**src/pin_ctrl_map.vh**
```
`ifndef PIN_CTRL_MAP_VH
`define PIN_CTRL_MAP_VH
// byte addresses are index times four
`define IDX_PWR_PIN_DIS 8'h3f
`define IDX_PIN_PRI 8'h40
`define IDX_PIN_SEC 8'h41
`define IDX_CHIP_PWR 8'h02
`define IDX_XFER 8'h0f
`define IDX_STATUS 8'h50
`define RST_PWR_PIN_DIS 8'h00
`define RST_PIN_PRI 8'h3f
`define RST_PIN_SEC 8'h00
`define RST_CHIP_PWR 8'h00
`define PWR_DIS_BIT 7
`define PWR_FN_HI 7
`define PWR_FN_LO 6
`define PRI_B_HI 5
`define PRI_B_LO 3
`define PRI_A_HI 2
`define PRI_A_LO 0
`define SEC_B_HI 7
`define SEC_B_LO 4
`define SEC_A_HI 3
`define SEC_A_LO 0
`define FN_PWRDN 2'b00
`define FN_STBY 2'b01
`define PRI_FD 3'b000
`define PRI_LMFC 3'b001
`define PRI_SEC 3'b110
`define PRI_OFF 3'b111
`define SEC_OSC_SEL 4'b0000
`define SEC_XFER 4'b0001
`define SEC_TRIG_OUT 4'b1000
`define SEC_TRIG_IN 4'b1001
// cycles the staged-to-active copy takes
`define XFER_CYCLES 4'h4
`endif

```
**src/power_down_and_aux_pin_control.v**
```verilog
// Local design decision: register access over AHB-Lite.
`timescale 1ns/1ns
`default_nettype none
`include "pin_ctrl_map.vh"
module power_down_and_aux_pin_control (
  input wire mclk_i,
  input wire rst_n_i,
  input wire ce_i,
  // ahb-lite slave
  input wire hsel_i,
  input wire [31:0] haddr_i,
  input wire [1:0] htrans_i,
  input wire hwrite_i,
  input wire [2:0] hsize_i,
  input wire [31:0] hwdata_i,
  input wire hready_i,
  output reg [31:0] hrdata_o,
  output wire hreadyout_o,
  output wire hresp_o,
  // power pin and resulting mode
  input wire power_down_standby_pin_i,
  output reg power_off_o,
  output reg standby_o,
  output reg [1:0] channel_power_mode_o,
  // internal sources for aux pins
  input wire fast_detect_a_i,
  input wire fast_detect_b_i,
  input wire lmfc_i,
  input wire master_next_trigger_i,
  // aux pins, three-signal form
  input wire aux_pin_a_zero_i,
  output reg aux_pin_a_zero_o,
  output reg aux_pin_a_zero_oe_o,
  output reg aux_pin_a_zero_pd_o,
  input wire aux_pin_b_zero_i,
  output reg aux_pin_b_zero_o,
  output reg aux_pin_b_zero_oe_o,
  output reg aux_pin_b_zero_pd_o,
  // decoded input roles
  output reg [1:0] numeric_oscillator_sel_o,
  output reg slave_next_trigger_in_o,
  output reg transfer_pulse_o
);

////////////////////////////////////////////////////////////////////////////////
// overview of the block
// - three software registers shape the power pin and two aux pins
// - disable register: bit 7 only, other bits read zero
// - primary register: power pin function in 7:6, pin b role 5:3, pin a 2:0
// - secondary register: pin b role 7:4, pin a role 3:0
// - secondary role only counts while the primary role is 110
// - chip power register: channel mode in 1:0, overridden by the pin
// - transfer register: bit 0 starts a copy, reads one until done
// - status register: synchronised levels and the resulting modes
//
// bus behaviour
// - zero wait states, so the master never stalls on this slave
// - read data is latched in the address phase and stands until
//   the next read address phase
// - writes land at the end of the data phase
// - hsize is ignored, every access is treated as a whole word
// - unmapped reads give zero, unmapped writes are dropped
//
// power pin behaviour
// - pin level goes through three flops before use
// - a level is accepted only once stages two and three agree,
//   which filters single-cycle glitches at the cost of latency
// - function 00 gives power-down, 01 standby, 10 and 11 nothing
// - while the pin acts, the channel mode output is forced to 00
//
// aux pin behaviour
// - each pin has a value, an output enable and a pull-down enable
// - output enable high means this block drives the pin
// - pull-down only for primary 111; other unused codes float
// - input roles read the synchronised level of the pin
// - transfer role reacts to a rising edge, not to a level
//
// clock enable
// - low clock enable freezes every register, bus capture included
// - the bus still shows ready, so masters must not issue requests
//   while the enable is low; such requests are simply lost
//
// limitations
// - a transfer request while one is pending is ignored
// - the copy itself happens outside this block, on the pulse
////////////////////////////////////////////////////////////////////////////////
// registers
reg [7:0] pwr_pin_dis;
reg [7:0] pin_pri;
reg [7:0] pin_sec;
reg [7:0] chip_pwr;
reg xfer_req;
reg [3:0] xfer_cnt;
reg [2:0] pdn_sync;
reg [2:0] a_sync;
reg [2:0] b_sync;
reg pdn_lvl;
reg a_lvl;
reg b_lvl;
reg a_lvl_d;
reg b_lvl_d;
reg dp_act;
reg dp_wr;
reg [7:0] dp_idx;

// primary code 110 with the given secondary code
function role_is;
  input [2:0] pri;
  input [3:0] sec;
  input [3:0] want;
  begin
    role_is = (pri == `PRI_SEC) && (sec == want);
  end
endfunction

wire [2:0] pri_a = pin_pri[`PRI_A_HI:`PRI_A_LO];
wire [2:0] pri_b = pin_pri[`PRI_B_HI:`PRI_B_LO];
wire [3:0] sec_a = pin_sec[`SEC_A_HI:`SEC_A_LO];
wire [3:0] sec_b = pin_sec[`SEC_B_HI:`SEC_B_LO];
wire [1:0] pwr_fn = pin_pri[`PWR_FN_HI:`PWR_FN_LO];

////////////////////////////////////////////////////////////////////////////////
// bus: zero wait state, always okay
assign hreadyout_o = 1'b1;
assign hresp_o = 1'b0;
wire take = hsel_i && hready_i && htrans_i[1];

// address phase capture; index is byte address over four
always @(posedge mclk_i) begin
  if (!rst_n_i) begin
    dp_act <= 1'b0;
    dp_wr <= 1'b0;
    dp_idx <= 8'h00;
  end else if (ce_i) begin
    dp_act <= take;
    dp_wr <= take && hwrite_i;
    dp_idx <= haddr_i[9:2];
  end
end

// read data; unmapped reads zero
always @(posedge mclk_i) begin
  if (!rst_n_i) begin
    hrdata_o <= 32'h0000_0000;
  end else if (ce_i && take && !hwrite_i) begin
    case (haddr_i[9:2])
      `IDX_PWR_PIN_DIS: hrdata_o <= {24'h00_0000, pwr_pin_dis};
      `IDX_PIN_PRI: hrdata_o <= {24'h00_0000, pin_pri};
      `IDX_PIN_SEC: hrdata_o <= {24'h00_0000, pin_sec};
      `IDX_CHIP_PWR: hrdata_o <= {24'h00_0000, chip_pwr};
      `IDX_XFER: hrdata_o <= {31'h0000_0000, xfer_req};
      `IDX_STATUS: hrdata_o <= {27'h000_0000, pdn_lvl, a_lvl, b_lvl, power_off_o, standby_o};
      default: hrdata_o <= 32'h0000_0000;
    endcase
  end
end

// register writes; reserved bits of the disable register stay zero
always @(posedge mclk_i) begin
  if (!rst_n_i) begin
    pwr_pin_dis <= `RST_PWR_PIN_DIS;
    pin_pri <= `RST_PIN_PRI;
    pin_sec <= `RST_PIN_SEC;
    chip_pwr <= `RST_CHIP_PWR;
  end else if (ce_i && dp_wr) begin
    case (dp_idx)
      `IDX_PWR_PIN_DIS: pwr_pin_dis <= {hwdata_i[7], 7'h00};
      `IDX_PIN_PRI: pin_pri <= hwdata_i[7:0];
      `IDX_PIN_SEC: pin_sec <= hwdata_i[7:0];
      `IDX_CHIP_PWR: chip_pwr <= {6'h00, hwdata_i[1:0]};
      default: ;
    endcase
  end
end

////////////////////////////////////////////////////////////////////////////////
// three-stage sync; a level changes once stages two and three agree
always @(posedge mclk_i) begin
  if (!rst_n_i) begin
    pdn_sync <= 3'h0;
    a_sync <= 3'h0;
    b_sync <= 3'h0;
    pdn_lvl <= 1'b0;
    a_lvl <= 1'b0;
    b_lvl <= 1'b0;
    a_lvl_d <= 1'b0;
    b_lvl_d <= 1'b0;
  end else if (ce_i) begin
    pdn_sync <= {pdn_sync[1:0], power_down_standby_pin_i};
    a_sync <= {a_sync[1:0], aux_pin_a_zero_i};
    b_sync <= {b_sync[1:0], aux_pin_b_zero_i};
    if (pdn_sync[1] == pdn_sync[2]) pdn_lvl <= pdn_sync[2];
    if (a_sync[1] == a_sync[2]) a_lvl <= a_sync[2];
    if (b_sync[1] == b_sync[2]) b_lvl <= b_sync[2];
    a_lvl_d <= a_lvl;
    b_lvl_d <= b_lvl;
  end
end

////////////////////////////////////////////////////////////////////////////////
// power pin decode
wire pin_on = !pwr_pin_dis[`PWR_DIS_BIT] && pdn_lvl;
always @(posedge mclk_i) begin
  if (!rst_n_i) begin
    power_off_o <= 1'b0;
    standby_o <= 1'b0;
    channel_power_mode_o <= 2'b00;
  end else if (ce_i) begin
    // codes 10 and 11 fall through with no effect
    power_off_o <= pin_on && (pwr_fn == `FN_PWRDN);
    standby_o <= pin_on && (pwr_fn == `FN_STBY);
    // pin wins over the channel mode setting
    if (pin_on && (pwr_fn == `FN_PWRDN || pwr_fn == `FN_STBY)) begin
      channel_power_mode_o <= 2'b00;
    end else begin
      channel_power_mode_o <= chip_pwr[1:0];
    end
  end
end

////////////////////////////////////////////////////////////////////////////////
// chip transfer: register bit or rising edge on a transfer-role pin
wire a_xfer_edge = role_is(pri_a, sec_a, `SEC_XFER) && a_lvl && !a_lvl_d;
wire b_xfer_edge = role_is(pri_b, sec_b, `SEC_XFER) && b_lvl && !b_lvl_d;
wire sw_xfer = dp_wr && (dp_idx == `IDX_XFER) && hwdata_i[0];
always @(posedge mclk_i) begin
  if (!rst_n_i) begin
    xfer_req <= 1'b0;
    xfer_cnt <= 4'h0;
    transfer_pulse_o <= 1'b0;
  end else if (ce_i) begin
    transfer_pulse_o <= 1'b0;
    if (!xfer_req && (sw_xfer || a_xfer_edge || b_xfer_edge)) begin
      xfer_req <= 1'b1;
      xfer_cnt <= `XFER_CYCLES;
    end else if (xfer_req) begin
      // copy strobe at the end; flag clears itself on the same edge
      if (xfer_cnt == 4'h1) begin
        transfer_pulse_o <= 1'b1;
        xfer_req <= 1'b0;
      end
      xfer_cnt <= xfer_cnt - 4'h1;
    end
  end
end

////////////////////////////////////////////////////////////////////////////////
// input-role decode; reserved codes give no effect
always @(posedge mclk_i) begin
  if (!rst_n_i) begin
    numeric_oscillator_sel_o <= 2'b00;
    slave_next_trigger_in_o <= 1'b0;
  end else if (ce_i) begin
    numeric_oscillator_sel_o <= {role_is(pri_b, sec_b, `SEC_OSC_SEL) && b_lvl,
                                 role_is(pri_a, sec_a, `SEC_OSC_SEL) && a_lvl};
    slave_next_trigger_in_o <= (role_is(pri_a, sec_a, `SEC_TRIG_IN) && a_lvl) ||
                               (role_is(pri_b, sec_b, `SEC_TRIG_IN) && b_lvl);
  end
end

////////////////////////////////////////////////////////////////////////////////
// pin drive notes
// - all three pin controls are registered, so a role change shows
//   on the pin one edge after the register write lands
// - sources are same-clock signals and are not synchronised
// - registering the value costs one cycle of delay on the
//   fast-detect flags, traded for glitch-free pin edges
// - an input role leaves the enable low, so the board may drive
// - the pull-down and the enable are never high together
// - reserved primary codes 010 to 101 leave the pin floating with
//   no pull-down, so the board should bias it
// - reserved secondary codes behave the same way
// - the trigger-out role drives the internal trigger source only
//   while secondary code 1000 is held
// - switching a pin from output to input may leave the board
//   level briefly unknown; input roles wait for the synchroniser
//
// after reset every pin is an input with pull-down, matching
// primary code 111 in both fields
////////////////////////////////////////////////////////////////////////////////
// output drive per pin; undriven with pull-down when off
always @(posedge mclk_i) begin
  if (!rst_n_i) begin
    aux_pin_a_zero_o <= 1'b0;
    aux_pin_a_zero_oe_o <= 1'b0;
    aux_pin_a_zero_pd_o <= 1'b1;
    aux_pin_b_zero_o <= 1'b0;
    aux_pin_b_zero_oe_o <= 1'b0;
    aux_pin_b_zero_pd_o <= 1'b1;
  end else if (ce_i) begin
    aux_pin_a_zero_pd_o <= (pri_a == `PRI_OFF);
    aux_pin_b_zero_pd_o <= (pri_b == `PRI_OFF);
    case (pri_a)
      `PRI_FD: begin
        aux_pin_a_zero_o <= fast_detect_a_i;
        aux_pin_a_zero_oe_o <= 1'b1;
      end
      `PRI_LMFC: begin
        aux_pin_a_zero_o <= lmfc_i;
        aux_pin_a_zero_oe_o <= 1'b1;
      end
      `PRI_SEC: begin
        aux_pin_a_zero_o <= master_next_trigger_i;
        aux_pin_a_zero_oe_o <= (sec_a == `SEC_TRIG_OUT);
      end
      default: begin
        aux_pin_a_zero_o <= 1'b0;
        aux_pin_a_zero_oe_o <= 1'b0;
      end
    endcase
    case (pri_b)
      `PRI_FD: begin
        aux_pin_b_zero_o <= fast_detect_b_i;
        aux_pin_b_zero_oe_o <= 1'b1;
      end
      `PRI_LMFC: begin
        aux_pin_b_zero_o <= lmfc_i;
        aux_pin_b_zero_oe_o <= 1'b1;
      end
      `PRI_SEC: begin
        aux_pin_b_zero_o <= master_next_trigger_i;
        aux_pin_b_zero_oe_o <= (sec_b == `SEC_TRIG_OUT);
      end
      default: begin
        aux_pin_b_zero_o <= 1'b0;
        aux_pin_b_zero_oe_o <= 1'b0;
      end
    endcase
  end
end

endmodule
`default_nettype wire

```
**config.mk**
```make
export PLATFORM = sky130hd
export DESIGN_NAME = power_down_and_aux_pin_control
export DESIGN_NICKNAME = d
export VERILOG_FILES = /design/src/power_down_and_aux_pin_control.v
export VERILOG_INCLUDE_DIRS = /design/src
export SDC_FILE = /design/constraint.sdc
export NUM_CORES = 1
export LEC_CHECK = 0
export BUFFER_PORTS_ARGS = -buffer_cell sky130_fd_sc_hd__buf_4
export CORE_MARGIN = 4
export CORE_UTILIZATION = 25
export CTS_BUF_LIST = sky130_fd_sc_hd__clkbuf_8
export CTS_CLUSTER_SIZE = 14
export DETAILED_ROUTE_END_ITERATION = 12
export PLACE_DENSITY_LB_ADDON = 0.3
export SETUP_SLACK_MARGIN = 0.02
export SYNTH_ARGS = -nofsm -noshare
export SYNTH_HDL_FRONTEND = slang
export SYNTH_SLANG_ARGS = --single-unit
```
**constraint.sdc**
```tcl
create_clock -name mclk_i -period 4.2 [get_ports mclk_i]
set_input_delay 0 -clock mclk_i [delete_from_list [all_inputs] [get_ports mclk_i]]
set_output_delay 0 -clock mclk_i [all_outputs]
set_load 0.1 [all_outputs]
```
* Word level (Yosys, flattened, before mapping)
Index checks and enable logic that the tools add are counted.
** Cells by class
- Add/sub/neg operators :: 1
- Eq/ne operators :: 28
- Mux-type cells :: 14
- Reductions and logical operators :: 52
** Operator list (count)
- $pmux 8 s6 :: 1
- $eq 8x7->1 const B :: 5
- $logic_and 1x1->1 :: 27
- $eq 4x4->1 const B :: 4
- $eq 8x2->1 const B :: 2
- $eq 8x4->1 const B :: 2
- $eq 8x6->1 const B :: 2
- $reduce_and 2->1 :: 8
- $eq 3x3->1 const B :: 4
- $eq 4x1->1 const B :: 3
- $logic_not 4->1 :: 2
- $mux 4 :: 2
- $eq 3x1->1 const B :: 2
- $logic_not 3->1 :: 2
- $mux 1 :: 6
- $pmux 1 s3 :: 2
- $logic_not 1->1 :: 5
- $logic_or 1x1->1 :: 4
- $pmux 1 s2 :: 2
- $reduce_or 2->1 :: 2
- $sub 4x1->4 const B :: 1
- $eq 1x1->1 :: 3
- $eq 2x1->1 const B :: 1
- $logic_not 2->1 :: 1
- other kinds (2) :: 2
** Word-level totals
- Register bits :: 93
- Bits of input ports :: 82
- Output and inout port bits :: 48
- Word-level logic and storage cells :: 124

* Longest topological paths before layout
Gate-level depths: netlist of the first run.
- Word-level depth :: 9
- Depth in mapped cells :: 6
- Mapped depth without buffers :: 5

* Worst setup path before layout of the first run
OpenSTA, ideal clock, no wires.
- Path type :: flip-flop to flip-flop
- From :: register dp_idx[4]
- To :: register pin_sec[1]
- Arrival time :: 1.546 ns
- Required time :: 4.072 ns
- Path slack :: 2.526 ns
- Stages on the path, launching flop included :: 6
- Buffers on the path :: 1
- Period minus slack after synthesis :: 1.674 ns
- Cell sequence :: dfxtp_1 or3_4 or4_1 buf_2 mux2i_1 nor2_1
** Between the ends
- Word-level cells in the longest chain between the ends :: 2
** Ends and longest elaborated chain
- start: declaration :: RTL line power_down_and_aux_pin_control.v:104 : reg [7:0] dp_idx;
- start signal: assignment :: RTL line power_down_and_aux_pin_control.v:137 : dp_idx <= haddr_i[9:2];
- $eq 8x7->1 :: RTL line power_down_and_aux_pin_control.v:166 : case (dp_idx)
- $reduce_and 2->1 (no line)
- end signal: assignment :: RTL line power_down_and_aux_pin_control.v:163 : pin_sec <= `RST_PIN_SEC;
- end signal: assignment :: RTL line power_down_and_aux_pin_control.v:169 : `IDX_PIN_SEC: pin_sec <= hwdata_i[7:0];
- end: declaration :: RTL line power_down_and_aux_pin_control.v:90 : reg [7:0] pin_sec;
Every way passes these cells.
A chain may end at the register's enable or synchronous reset.

* Worst setup path in the final report of the first run
- From :: register dp_idx[4]
- To :: register pin_pri[5]
** Between the ends
- Word-level cells in the longest chain between the ends :: 2
** Ends and longest elaborated chain
- $eq 8x7->1 :: RTL line power_down_and_aux_pin_control.v:166
- $reduce_and 2->1 (no line)
- end signal: assignment :: RTL line power_down_and_aux_pin_control.v:162 : pin_pri <= `RST_PIN_PRI;
- end signal: assignment :: RTL line power_down_and_aux_pin_control.v:168 : `IDX_PIN_PRI: pin_pri <= hwdata_i[7:0];
- end: declaration :: RTL line power_down_and_aux_pin_control.v:89 : reg [7:0] pin_pri;
Every way passes these cells.

==> results of run 1 <==
-- placed cells by master, fill, tap and decap left out, types with 7 or more instances in the layout --
cell type	instances
sky130_fd_sc_hd__dfxtp_1	69
sky130_fd_sc_hd__nor2_1	46
sky130_fd_sc_hd__nand3_1	7
sky130_fd_sc_hd__dlygate4sd3_1	26
sky130_fd_sc_hd__mux2i_1	48
sky130_fd_sc_hd__buf_4	52
sky130_fd_sc_hd__o21ai_0	9
sky130_fd_sc_hd__conb_1	26
sky130_fd_sc_hd__clkbuf_8	11
sky130_fd_sc_hd__inv_1	15
sky130_fd_sc_hd__nand2_1	29
sky130_fd_sc_hd__a21oi_1	16
sky130_fd_sc_hd__o2bb2ai_1	7
-- timing repair --
action                    4_1_cts  5_1_grt
resized for setup               0        0
hold endpoints to repair       32        0
hold buffers                   26        0
-- critical path, cell delays in order (launching register included) --
cell and delay [ns]:
sky130_fd_sc_hd__dfxtp_1 0.34, sky130_fd_sc_hd__or3_4 0.42, sky130_fd_sc_hd__nor4_4 0.70, sky130_fd_sc_hd__mux2i_1 0.26, sky130_fd_sc_hd__nand2_1 0.07, sky130_fd_sc_hd__dlygate4sd3_1 0.57
-- through the flow --
step / total power, W / area, µm² / instances
4_1_cts: 0.00145 / 4180 / 617
2_1_floorplan: 0.000873 / 3380 / 394
5_1_grt: 0.00149 / 4180 / 617
3_3_place_gp: 0.000899 / 3730 / 576
6_report: 0.00144 / 4180 / 617
3_5_place_dp: 0.000901 / 3730 / 576
-- layer usage --
metal / up-vias / part of all wire / global-route usage
met5: - / 0 / 0
li1: 1395 / - / -
met3: 16 / 0.060 / 0.0290
met2: 80 / 0.47 / 0.193
met1: 1294 / 0.45 / 0.145
met4: 0 / 0.023 / 0.0567
-- flip-flops by register name (all words and copies together), names as in the netlist, 2 cells and up --
name                      cells
channel_power_mode_o          2
pin_pri                       8
hrdata_o                      8
dp_idx                        8
xfer_cnt                      4
numeric_oscillator_sel_o      2
a_sync                        3
pin_sec                       8
chip_pwr                      2
b_sync                        3
pdn_sync                      3
-- final cells by class --
| class | count | area, µm² |
|---|---|---|
| tap | 172 | 215 |
| sequential | 69 | 1380 |
| inverter | 14 | 52.6 |
| clock buffer | 11 | 151 |
| timing repair buffer | 78 | 651 |
| fill | 1324 | 8590 |
| clock inverter | 4 | 41.3 |
| multi-input combinational | 269 | 1690 |
-- power groups by stage --
stage	sequential [W]	clock [W]	combinational, W
floorplan	0.000700	0	0.000173
global placement	0.000687	0	0.000213
detailed placement	0.000687	0	0.000214
CTS	0.000672	0.000549	0.000230
global route	0.000673	0.000579	0.000242
finish	0.000672	0.000535	0.000229
-- kinds of logic (layout without fill, tap and decap cells) --
group / count (synthesis) / count (layout) / share of synthesized area
DFF: 69 / 69 / 0.420
other: 2 / 26 / 0.00228
adders and majority gates: 2 / 2 / 0.00761
muxes: 48 / 48 / 0.146
buffers and inverters: 56 / 107 / 0.0944
and+or+nand+nor: 127 / 127 / 0.197
AOI/OAI and AO/OA: 66 / 66 / 0.132
-- worst max-delay path by stage --
| stage | cells past startpoint | end | from | slack (ns) |
|---|---|---|---|---|
| 2_1_floorplan | 5 | pin_sec[1]$_SDFFE_PN0P_ | dp_idx[4]$_SDFFE_PN0P_ | 2.53 |
| 3_3_place_gp | 5 | pin_sec[4]$_SDFFE_PN0P_ | ce_i | 2.23 |
| 3_5_place_dp | 5 | pin_sec[2]$_SDFFE_PN0P_ | ce_i | 2.21 |
| 4_1_cts | 5 | pin_pri[2]$_SDFFE_PN1P_ | dp_idx[4]$_SDFFE_PN0P_ | 1.70 |
| 5_1_grt | 5 | pin_pri[5]$_SDFFE_PN1P_ | dp_idx[4]$_SDFFE_PN0P_ | 1.57 |
| 6_report | 5 | pin_pri[5]$_SDFFE_PN1P_ | dp_idx[4]$_SDFFE_PN0P_ | 1.71 |
==> results_tabular.tex, run 1 <==
\begin{tabular}{lr}
\hline
Metric & Value \\
\hline
\multicolumn{2}{l}{\textbf{Global routing}} \\
Global-route wire length before repair & 13,800 µm \\
Maximum number of pins on one net before global-route repair & 47 \\
Number of global-route vias before repair & 2,715 \\
Number of antenna violations at the first check in global routing & 0 \\
Overall routing resource usage & 0.118 \\
Remaining global-route overflow & 0 \\
\multicolumn{2}{l}{\textbf{STA}} \\
Unrepaired setup endpoints after global routing & no \\
Hold\_ws & 0.0221 ns \\
Worst setup skew after layout & 0.00581 ns \\
Final WS setup & 1.71 ns \\
Tightest Pin Transition & 0.825 ns \\
Worst max-slew margin expressed relative to the limit & 0.446 \\
Hold violation total from the final report & 0 \\
Number of endpoints failing setup at the final stage & 0 \\
Post-route fraction of the period consumed by the critical path & 0.593 \\
Max frequency & 0.401 GHz \\
Final critical-path required period & 2.49 ns \\
Max Transition Viols Final & 0 \\
Final total negative setup slack & 0 ns \\
\multicolumn{2}{l}{\textbf{Yosys}} \\
Flops \& latches, synth & 69 \\
Ranking of synthesized cells by area & sky130\_fd\_sc\_hd\_\_dfxtp\_1 42\%, sky130\_fd\_sc\_hd\_\_mux2i\_1 15\%, sky130\_fd\_sc\_hd\_\_buf\_4 5.9\% \\
Yosys warning total & 0 \\
Cells after synthesis & 370 \\
Async SR Flop Fraction & 0 \\
Top\_reg\_cell synth & sky130\_fd\_sc\_hd\_\_dfxtp\_1 \\
Fraction of synthesized cell area taken by the top area cell type & 0.420 \\
Most instantiated library cell after synthesis & sky130\_fd\_sc\_hd\_\_dfxtp\_1 \\
Sequential-to-total area share from yosys stat & 0.420 \\
EDFF count, synth & 0 \\
Cell area after technology mapping & 0.00329 mm² \\
Cell types with the highest counts after synthesis & 69 x sky130\_fd\_sc\_hd\_\_dfxtp\_1, 48 x sky130\_fd\_sc\_hd\_\_mux2i\_1, 46 x sky130\_fd\_sc\_hd\_\_nor2\_1, 29 x sky130\_fd\_sc\_hd\_\_nand2\_1, 26 x sky130\_fd\_sc\_hd\_\_buf\_4 \\
Mean area per synthesized cell & 8.89 µm² \\
Most area-hungry cell type in the Yosys netlist & sky130\_fd\_sc\_hd\_\_dfxtp\_1 \\
Synth cell types & 55 \\
\multicolumn{2}{l}{\textbf{Min path}} \\
Startpoint of the most critical hold path & haddr\_i[6] \\
Cells on Worst Hold Path & 2 \\
Worst hold endpoint & hrdata\_o[5]\$\_SDFFE\_PN0P\_ \\
Worst min path class & in -> reg \\
\multicolumn{2}{l}{\textbf{Clock tree}} \\
Depth of the CTS H-tree & 3 \\
TritonCTS clock tree & done \\
Buffer count from post-CTS setup fixing & 0 \\
TritonCTS Buffers & 9 \\
Maximum buffer depth of the clock tree & 2 \\
Clock tree root buffer cell & sky130\_fd\_sc\_hd\_\_clkbuf\_8 \\
Clock transition at the registers of the reported paths & 0.07 ns \\
Number of sinks driven by the clock tree & 69 \\
Later-pin clock latency in the skew report & 0.34 ns \\
\multicolumn{2}{l}{\textbf{Power and ir drop}} \\
Fraction of power spent switching nets & 0.292 \\
Comb pwr share & 0.159 \\
Power density relative to cell area & 343 mW/mm² \\
Leakage Power & 1.77 nW \\
Power Internal & 0.00102 W \\
Portion of total power attributed to the clock network & 0.373 \\
Reg power frac & 0.468 \\
Power dissipated by switching net loads & 0.000419 W \\
Largest vdd supply drop & 0.140 mV \\
\multicolumn{2}{l}{\textbf{Die}} \\
DIE HEIGHT & 123 µm \\
Standard-cell rows & 41 \\
Core area & 0.0128 mm² \\
Boundary pin count & 130 \\
Die outline area & 0.0151 mm² \\
Horizontal die dimension & 123 µm \\
Initial Util & 0.257 \\
\multicolumn{2}{l}{\textbf{Outcome}} \\
Run status & completed \\
\multicolumn{2}{l}{\textbf{Route}} \\
Routed len/inst & 14.1 µm \\
Via-per-instance ratio & 4.51 \\
Post-route antenna net violation count & 0 \\
Via count of the routed design & 2,785 \\
Count of TritonRoute iterations in the first routing pass & 4 \\
Number of violations reported at the end of detailed-routing iteration 0 & 184 \\
Routed wire length & 8700 µm \\
DRC violation count after routing & 0 \\
\multicolumn{2}{l}{\textbf{Placed design}} \\
Post-place setup slack & 2.21 ns \\
DP HPWL & 6190 µm \\
RePlAce Congestion & 0.843 \\
\# port buffers & 51 \\
\multicolumn{2}{l}{\textbf{Final layout}} \\
Syn-to-layout area delta & 27.1\% \\
Utilization after layout & 0.327 \\
Fraction of final layout cells sized beyond drive strength 1 & 0.155 \\
Net count reported at finish & 525 \\
Final antenna diode count & 0 \\
\multicolumn{2}{l}{\textbf{Worst setup path}} \\
Arr. time, crit path & 2.71 ns \\
Worst setup path class & reg -> reg \\
Critical path endpoint category & register \\
Reg2reg start & dp\_idx[4]\$\_SDFFE\_PN0P\_ \\
Cell count of the worst reg-to-reg path & 5 \\
Reg-to-reg critical path endpoint & pin\_pri[5]\$\_SDFFE\_PN1P\_ \\
Worst Path Required & 4.42 ns \\
Startpoint kind of the worst setup timing path & register \\
Biggest fanout along the worst timing path & 8 \\
Worst-case register-to-register setup slack & 1.71 ns \\
\multicolumn{2}{l}{\textbf{Run}} \\
Number of maximum-capacitance violations & 0 \\
\hline
\end{tabular}
Power figures use the tool's default switching activity.
==> run 2: changes to the inputs <==
Clock period 4.2 ns to 2.15 ns, I/O delays scaled along.
==> results_tabular.tex, run 2 (synthesis gave the netlist of run 1 again) <==
\begin{tabular}{lr}
\hline
Metric & Value \\
\hline
\multicolumn{2}{l}{\textbf{Outcome}} \\
Run status & completed \\
\multicolumn{2}{l}{\textbf{STA}} \\
Number of endpoints failing setup at the final stage & 0 (unchanged) \\
Unrepaired setup endpoints after global routing & no \\
Hold violation total from the final report & 0 (unchanged) \\
Worst setup skew after layout & 0.00649 ns (+0.000674 ns) \\
Max Transition Viols Final & 0 (unchanged) \\
Tightest Pin Transition & 0.735 ns (-0.0898 ns) \\
Final total negative setup slack & 0 ns (unchanged) \\
Final WS setup & 0.159 ns (-1.55 ns) \\
Max frequency & 0.502 GHz (+25\%) \\
Final critical-path required period & 1.99 ns (-0.501 ns) \\
Worst max-slew margin expressed relative to the limit & 0.502 (+0.0562) \\
Post-route fraction of the period consumed by the critical path & 0.926 (+0.333) \\
\multicolumn{2}{l}{\textbf{Route}} \\
DRC violation count after routing & 0 (unchanged) \\
Routed wire length & 8680 µm (-0.30\%) \\
Count of TritonRoute iterations in the first routing pass & 4 (unchanged) \\
Via-per-instance ratio & 4.52 (+0.16\%) \\
Routed len/inst & 14.1 µm (-0.14\%) \\
Post-route antenna net violation count & 0 (unchanged) \\
Via count of the routed design & 2,785 (unchanged) \\
Number of violations reported at the end of detailed-routing iteration 0 & 147 (-20\%) \\
\multicolumn{2}{l}{\textbf{Clock tree}} \\
TritonCTS Buffers & 9 (unchanged) \\
Maximum buffer depth of the clock tree & 2 (unchanged) \\
Later-pin clock latency in the skew report & 0.34 ns (about the same) \\
Clock transition at the registers of the reported paths & 0.07 ns (about the same) \\
Depth of the CTS H-tree & 3 (unchanged) \\
TritonCTS clock tree & done \\
Clock tree root buffer cell & sky130\_fd\_sc\_hd\_\_clkbuf\_8 \\
Number of sinks driven by the clock tree & 69 (unchanged) \\
\multicolumn{2}{l}{\textbf{Global routing}} \\
Global-route wire length before repair & 13,900 µm (+0.75\%) \\
GR met2 Demand/Resource & 0.195 (+0.00171) \\
Maximum number of pins on one net before global-route repair & 43 (-8.5\%) \\
Overall routing resource usage & 0.120 (+0.00143) \\
Number of antenna violations at the first check in global routing & 0 (unchanged) \\
Busiest grt layer & met2 \\
Remaining global-route overflow & 0 (unchanged) \\
Met1 track utilization from global routing & 0.151 (+0.00587) \\
Number of global-route vias before repair & 2,735 (+0.74\%) \\
Grt met3 use & 0.0290 (unchanged) \\
\multicolumn{2}{l}{\textbf{Final layout}} \\
Fraction of final layout cells sized beyond drive strength 1 & 0.171 (+0.0161) \\
Utilization after layout & 0.325 (-0.00235) \\
Syn-to-layout area delta & 26.2\% \\
Commonest cells after routing, fill and taps aside & 69 x sky130\_fd\_sc\_hd\_\_dfxtp\_1, 55 x sky130\_fd\_sc\_hd\_\_buf\_4, 48 x sky130\_fd\_sc\_hd\_\_mux2i\_1 \\
Fillers & 1,317 (-0.53\%) \\
Most frequent standard cell in the layout excluding fill and tap cells & sky130\_fd\_sc\_hd\_\_dfxtp\_1 \\
Post-route design area & 0.00415 mm² (-0.72\%) \\
Net count reported at finish & 523 (-0.38\%) \\
Final antenna diode count & 0 (unchanged) \\
\multicolumn{2}{l}{\textbf{Worst setup path}} \\
Arr. time, crit path & 2.21 ns (-0.50 ns) \\
Worst setup path class & reg -> reg \\
Slowest stage delay, CP & 0.77 ns (+0.07 ns) \\
Worst Path Required & 2.37 ns (-2.05 ns) \\
Critical path endpoint category & register \\
Crit path cell chain & or3\_4, or4\_1, mux2i\_1, nor2\_1 \\
Startpoint kind of the worst setup timing path & register \\
Library cell contributing the largest single delay on the critical path & sky130\_fd\_sc\_hd\_\_or4\_1 \\
Biggest fanout along the worst timing path & 8 (unchanged) \\
Cell count of the worst reg-to-reg path & 4 (-1) \\
\multicolumn{2}{l}{\textbf{Die}} \\
Horizontal die dimension & 123 µm (unchanged) \\
Initial Util & 0.257 (unchanged) \\
Boundary pin count & 130 (unchanged) \\
Standard-cell rows & 41 (unchanged) \\
DIE HEIGHT & 123 µm (unchanged) \\
Core area & 0.0128 mm² (unchanged) \\
Die outline area & 0.0151 mm² (unchanged) \\
\multicolumn{2}{l}{\textbf{Placed design}} \\
Post-place setup slack & 0.160 ns (-2.05 ns) \\
\# port buffers & 51 (unchanged) \\
DP HPWL & 6350 µm (+2.5\%) \\
RePlAce Congestion & 0.837 (-0.78\%) \\
Cell area reported after detailed placement & 0.00375 mm² (+0.60\%) \\
\multicolumn{2}{l}{\textbf{Run}} \\
Number of maximum-capacitance violations & 0 (unchanged) \\
\multicolumn{2}{l}{\textbf{Min path}} \\
Cells on Worst Hold Path & 3 (+1) \\
Worst min path class & in -> reg \\
\multicolumn{2}{l}{\textbf{Power and ir drop}} \\
Leakage Power & 1.77 nW (about the same) \\
Power density relative to cell area & 671 mW/mm² (+95\%) \\
Largest vdd supply drop & 0.267 mV (+90\%) \\
\hline
\end{tabular}
[run 2: where the power goes]
| part | internal [W] | leakage [nW] | total [W] | switching (W) |
|---|---|---|---|---|
| combinational | 0.000111 | 1.11 | 0.000452 | 0.000341 |
| clock | 0.000529 | 0.0987 | 0.00102 | 0.000491 |
| sequential | 0.00130 | 0.559 | 0.00131 | 0.0000153 |
[run 2: path summary, 6_finish.rpt]
check	from	endpoint	slack, ns
min	ce_i	dp_idx[0]$_SDFFE_PN0P_	0.02
min reg2reg	hrdata_o[1]$_SDFFE_PN0P_	hrdata_o[1]$_SDFFE_PN0P_	0.45
max	dp_idx[4]$_SDFFE_PN0P_	pin_sec[7]$_SDFFE_PN0P_	0.16
max reg2reg	dp_idx[4]$_SDFFE_PN0P_	pin_sec[7]$_SDFFE_PN0P_	0.16
[run 2: cell type report]
class                      instances  area (µm²)  area share
clock buffer                       9         124      0.0299
inverter                          14        52.6      0.0127
multi-input combinational        269        1690       0.407
tap                              172         215      0.0519
timing repair buffer              76         623       0.150
sequential                        69        1380       0.333
clock inverter                     7        66.3      0.0160
[run 2: per-stage QoR]
| stage | hold slack, ns | instances | power [W] |
|---|---|---|---|
| after floorplan | 0.128 | 394 | 0.00171 |
| after detailed placement | 0.243 | 579 | 0.00176 |
| after CTS | 0.00403 | 616 | 0.00283 |
| after global placement | 0.238 | 579 | 0.00176 |
| after global routing | 0.0219 | 616 | 0.00290 |
| final | 0.0160 | 616 | 0.00278 |
[run 2: worst max-delay path: cells and delay by family, from the launching register on]
family / cells / cell delay [ns]
muxes: 1 / 0.28
DFF: 1 / 0.34
and+or+nand+nor: 3 / 1.25
[run 2: metal layers]
metal | vias to the layer above | wire length (µm)
li1 | 1397 | -
met1 | 1287 | 3960
met2 | 89 | 4020
met3 | 12 | 546
met4 | 0 | 148
met5 | - | 0
[run 2: what timing repair did]
action,4_1_cts,5_1_grt
endpoints found under the setup margin,0,0
hold buffers,21,0
endpoints found under the hold margin,34,0
resized for setup,0,0
setup buffers,0,0
==> run 3: changes to the inputs <==
Settings changed: GPL_TIMING_DRIVEN set to 0.
==> results_tabular.tex, run 3 (synthesis gave the netlist of run 1 again) <==
\begin{tabular}{lr}
\hline
Metric & Value \\
\hline
\multicolumn{2}{l}{\textbf{Min path}} \\
Worst hold endpoint & aux\_pin\_b\_zero\_o\$\_SDFFE\_PN0P\_ \\
Startpoint of the most critical hold path & fast\_detect\_b\_i \\
Cells on Worst Hold Path & 4 (+1) \\
Worst min path class & in -> reg \\
\multicolumn{2}{l}{\textbf{Route}} \\
Count of TritonRoute iterations in the first routing pass & 4 (unchanged) \\
Routed len/inst & 15.2 µm (+8.1\%) \\
Via-per-instance ratio & 4.63 (+2.3\%) \\
DRC violation count after routing & 0 (unchanged) \\
Routed wire length & 9920 µm (+14\%) \\
Post-route antenna net violation count & 0 (unchanged) \\
Number of violations reported at the end of detailed-routing iteration 0 & 161 (+9.5\%) \\
Via count of the routed design & 3,011 (+8.1\%) \\
\multicolumn{2}{l}{\textbf{Clock tree}} \\
Later-pin clock latency in the skew report & 0.35 ns (about the same) \\
Resize count post-CTS & 0 (unchanged) \\
CTS hold repair buffers & 19 (-9.5\%) \\
TritonCTS Buffers & 9 (unchanged) \\
Depth of the CTS H-tree & 3 (unchanged) \\
Number of sinks driven by the clock tree & 69 (unchanged) \\
TritonCTS clock tree & done \\
Clock tree root buffer cell & sky130\_fd\_sc\_hd\_\_clkbuf\_8 \\
Maximum buffer depth of the clock tree & 2 (unchanged) \\
Clock transition at the registers of the reported paths & 0.08 ns (about the same) \\
Buffer count from post-CTS setup fixing & 0 (unchanged) \\
\multicolumn{2}{l}{\textbf{Worst setup path}} \\
Reg2reg start & dp\_idx[4]\$\_SDFFE\_PN0P\_ \\
Kind of cell with the highest combined delay on the critical path & simple AND/OR/NAND/NOR gates \\
Crit path cell chain & or3\_4, nor4\_4, mux2i\_1, nand2\_1 \\
Worst-case register-to-register setup slack & 0.21 ns (+0.05 ns) \\
Biggest fanout along the worst timing path & 8 (unchanged) \\
Library cell contributing the largest single delay on the critical path & sky130\_fd\_sc\_hd\_\_nor4\_4 \\
Worst Path Required & 2.36 ns (about the same) \\
Arr. time, crit path & 2.15 ns (-0.06 ns) \\
Reg-to-reg critical path endpoint & pin\_pri[2]\$\_SDFFE\_PN1P\_ \\
Critical path endpoint category & register \\
Slowest stage delay, CP & 0.70 ns (-0.07 ns) \\
Startpoint kind of the worst setup timing path & register \\
Buffers plus inverters on the worst setup path & 0 (unchanged) \\
Worst setup path class & reg -> reg \\
Cell count of the worst reg-to-reg path & 4 (unchanged) \\
\multicolumn{2}{l}{\textbf{STA}} \\
Final total negative setup slack & 0 ns (unchanged) \\
Tightest Pin Transition & 0.825 ns (+0.0897 ns) \\
Max Transition Viols Final & 0 (unchanged) \\
Post-route fraction of the period consumed by the critical path & 0.902 (-0.0240) \\
Worst setup skew after layout & 0.0114 ns (+0.00491 ns) \\
Worst max-slew margin expressed relative to the limit & 0.446 (-0.0562) \\
Unrepaired setup endpoints after global routing & no \\
Number of endpoints failing setup at the final stage & 0 (unchanged) \\
Final WS setup & 0.211 ns (+0.0515 ns) \\
Max frequency & 0.516 GHz (+2.7\%) \\
Hold violation total from the final report & 0 (unchanged) \\
Final critical-path required period & 1.94 ns (-0.0515 ns) \\
\multicolumn{2}{l}{\textbf{Placed design}} \\
Post-place setup slack & 0.206 ns (+0.0452 ns) \\
Placed cell count & 616 (+6.4\%) \\
RePlAce Congestion & 0.829 (-0.90\%) \\
Cell area reported after detailed placement & 0.00397 mm² (+5.9\%) \\
\# port buffers & 50 (-2.0\%) \\
DP HPWL & 7330 µm (+16\%) \\
\multicolumn{2}{l}{\textbf{Final layout}} \\
Commonest cells after routing, fill and taps aside & 76 x sky130\_fd\_sc\_hd\_\_buf\_4, 69 x sky130\_fd\_sc\_hd\_\_dfxtp\_1, 48 x sky130\_fd\_sc\_hd\_\_mux2i\_1 \\
Final antenna diode count & 0 (unchanged) \\
Non-filler instance count after layout & 651 (+5.7\%) \\
Fillers & 1,322 (+0.38\%) \\
Fraction of final layout cells sized beyond drive strength 1 & 0.198 (+0.0272) \\
Post-route design area & 0.00433 mm² (+4.4\%) \\
Net count reported at finish & 558 (+6.7\%) \\
Most frequent standard cell in the layout excluding fill and tap cells & sky130\_fd\_sc\_hd\_\_buf\_4 \\
Syn-to-layout area delta & 31.7\% \\
\multicolumn{2}{l}{\textbf{Global routing}} \\
Overall routing resource usage & 0.133 (+0.0137) \\
Maximum number of pins on one net before global-route repair & 11 (-74\%) \\
Number of global-route vias before repair & 2,871 (+5.0\%) \\
Number of antenna violations at the first check in global routing & 0 (unchanged) \\
Remaining global-route overflow & 0 (unchanged) \\
Global-route wire length before repair & 15,300 µm (+9.8\%) \\
\multicolumn{2}{l}{\textbf{Outcome}} \\
Run status & completed \\
\multicolumn{2}{l}{\textbf{Power and ir drop}} \\
Power density relative to cell area & 637 mW/mm² (-5.1\%) \\
Total power consumption of the routed design & 0.00276 W (-0.94\%) \\
Largest vdd supply drop & 0.221 mV (-17\%) \\
Leakage Power & 1.91 nW (+7.7\%) \\
\multicolumn{2}{l}{\textbf{Die}} \\
Boundary pin count & 130 (unchanged) \\
Die outline area & 0.0151 mm² (unchanged) \\
Standard-cell rows & 41 (unchanged) \\
Core area & 0.0128 mm² (unchanged) \\
Initial Util & 0.257 (unchanged) \\
DIE HEIGHT & 123 µm (unchanged) \\
Horizontal die dimension & 123 µm (unchanged) \\
\multicolumn{2}{l}{\textbf{Run}} \\
Number of maximum-capacitance violations & 0 (unchanged) \\
\hline
\end{tabular}
run 3: cell count changes in the layout (fill, tap and decap cells not counted), moves of 3 or more:
cell,before,now
sky130_fd_sc_hd__inv_1,12,16
sky130_fd_sc_hd__clkinv_2,4,1
sky130_fd_sc_hd__buf_4,55,76
sky130_fd_sc_hd__buf_1,0,6
sky130_fd_sc_hd__clkbuf_1,0,8
run 3: through the flow:
step	hold slack (ns)	util
2_1_floorplan	0.128	-
3_3_place_gp	0.240	0.311
3_5_place_dp	0.243	0.311
4_1_cts	0.0318	0.339
5_1_grt	0.0650	0.339
6_report	0.0379	0.339
run 3: how the worst max path moves through the flow:
stage               depth (start not counted)                 endpoint  slack, ns                    from
global placement                            4  pin_pri[0]$_SDFFE_PN1P_       0.25  dp_idx[4]$_SDFFE_PN0P_
floorplan                                   5  pin_sec[1]$_SDFFE_PN0P_       0.48  dp_idx[4]$_SDFFE_PN0P_
detailed placement                          4  pin_pri[4]$_SDFFE_PN1P_       0.21  dp_idx[4]$_SDFFE_PN0P_
finish                                      4  pin_pri[2]$_SDFFE_PN1P_       0.21  dp_idx[4]$_SDFFE_PN0P_
CTS                                         4  pin_pri[3]$_SDFFE_PN1P_       0.20  dp_idx[4]$_SDFFE_PN0P_
global route                                4  pin_pri[3]$_SDFFE_PN1P_       0.06  dp_idx[4]$_SDFFE_PN0P_
run 3: final cells by class:
type / instances / area [µm²] / share of cell area
Multi-Input combinational cell: 269 / 1690 / 0.389
Sequential cell: 69 / 1380 / 0.319
Timing Repair Buffer: 69 / 566 / 0.131
Buffer: 42 / 258 / 0.0595
Tap cell: 172 / 215 / 0.0497
Clock buffer: 11 / 151 / 0.0350
Inverter: 14 / 52.6 / 0.0121
Clock inverter: 5 / 20.0 / 0.00462
run 3: per-layer routing:
metal | routed length (µm) | up-vias | part of all wire | global-route usage
li1 | - | 1467 | - | -
met1 | 4570 | 1443 | 0.46 | 0.167
met2 | 4640 | 83 | 0.47 | 0.223
met3 | 513 | 18 | 0.052 | 0.0263
met4 | 201 | 0 | 0.020 | 0.0560
met5 | 0 | - | 0 | 0
run 3: power breakdown:
group	total, W	internal (W)	switching (W)	leakage (nW)
sequential	0.00131	0.00130	0.0000157	0.559
clock	0.000944	0.000464	0.000480	0.104
combinational	0.000500	0.000142	0.000358	1.24
total	0.00276	0.00190	0.000854	1.91
run 3: worst min-delay path, stage by stage:
cell and delay [ns]:
sky130_fd_sc_hd__buf_4 0.11, sky130_fd_sc_hd__nand2_1 0.05, sky130_fd_sc_hd__a21o_1 0.10, sky130_fd_sc_hd__a311oi_1 0.08
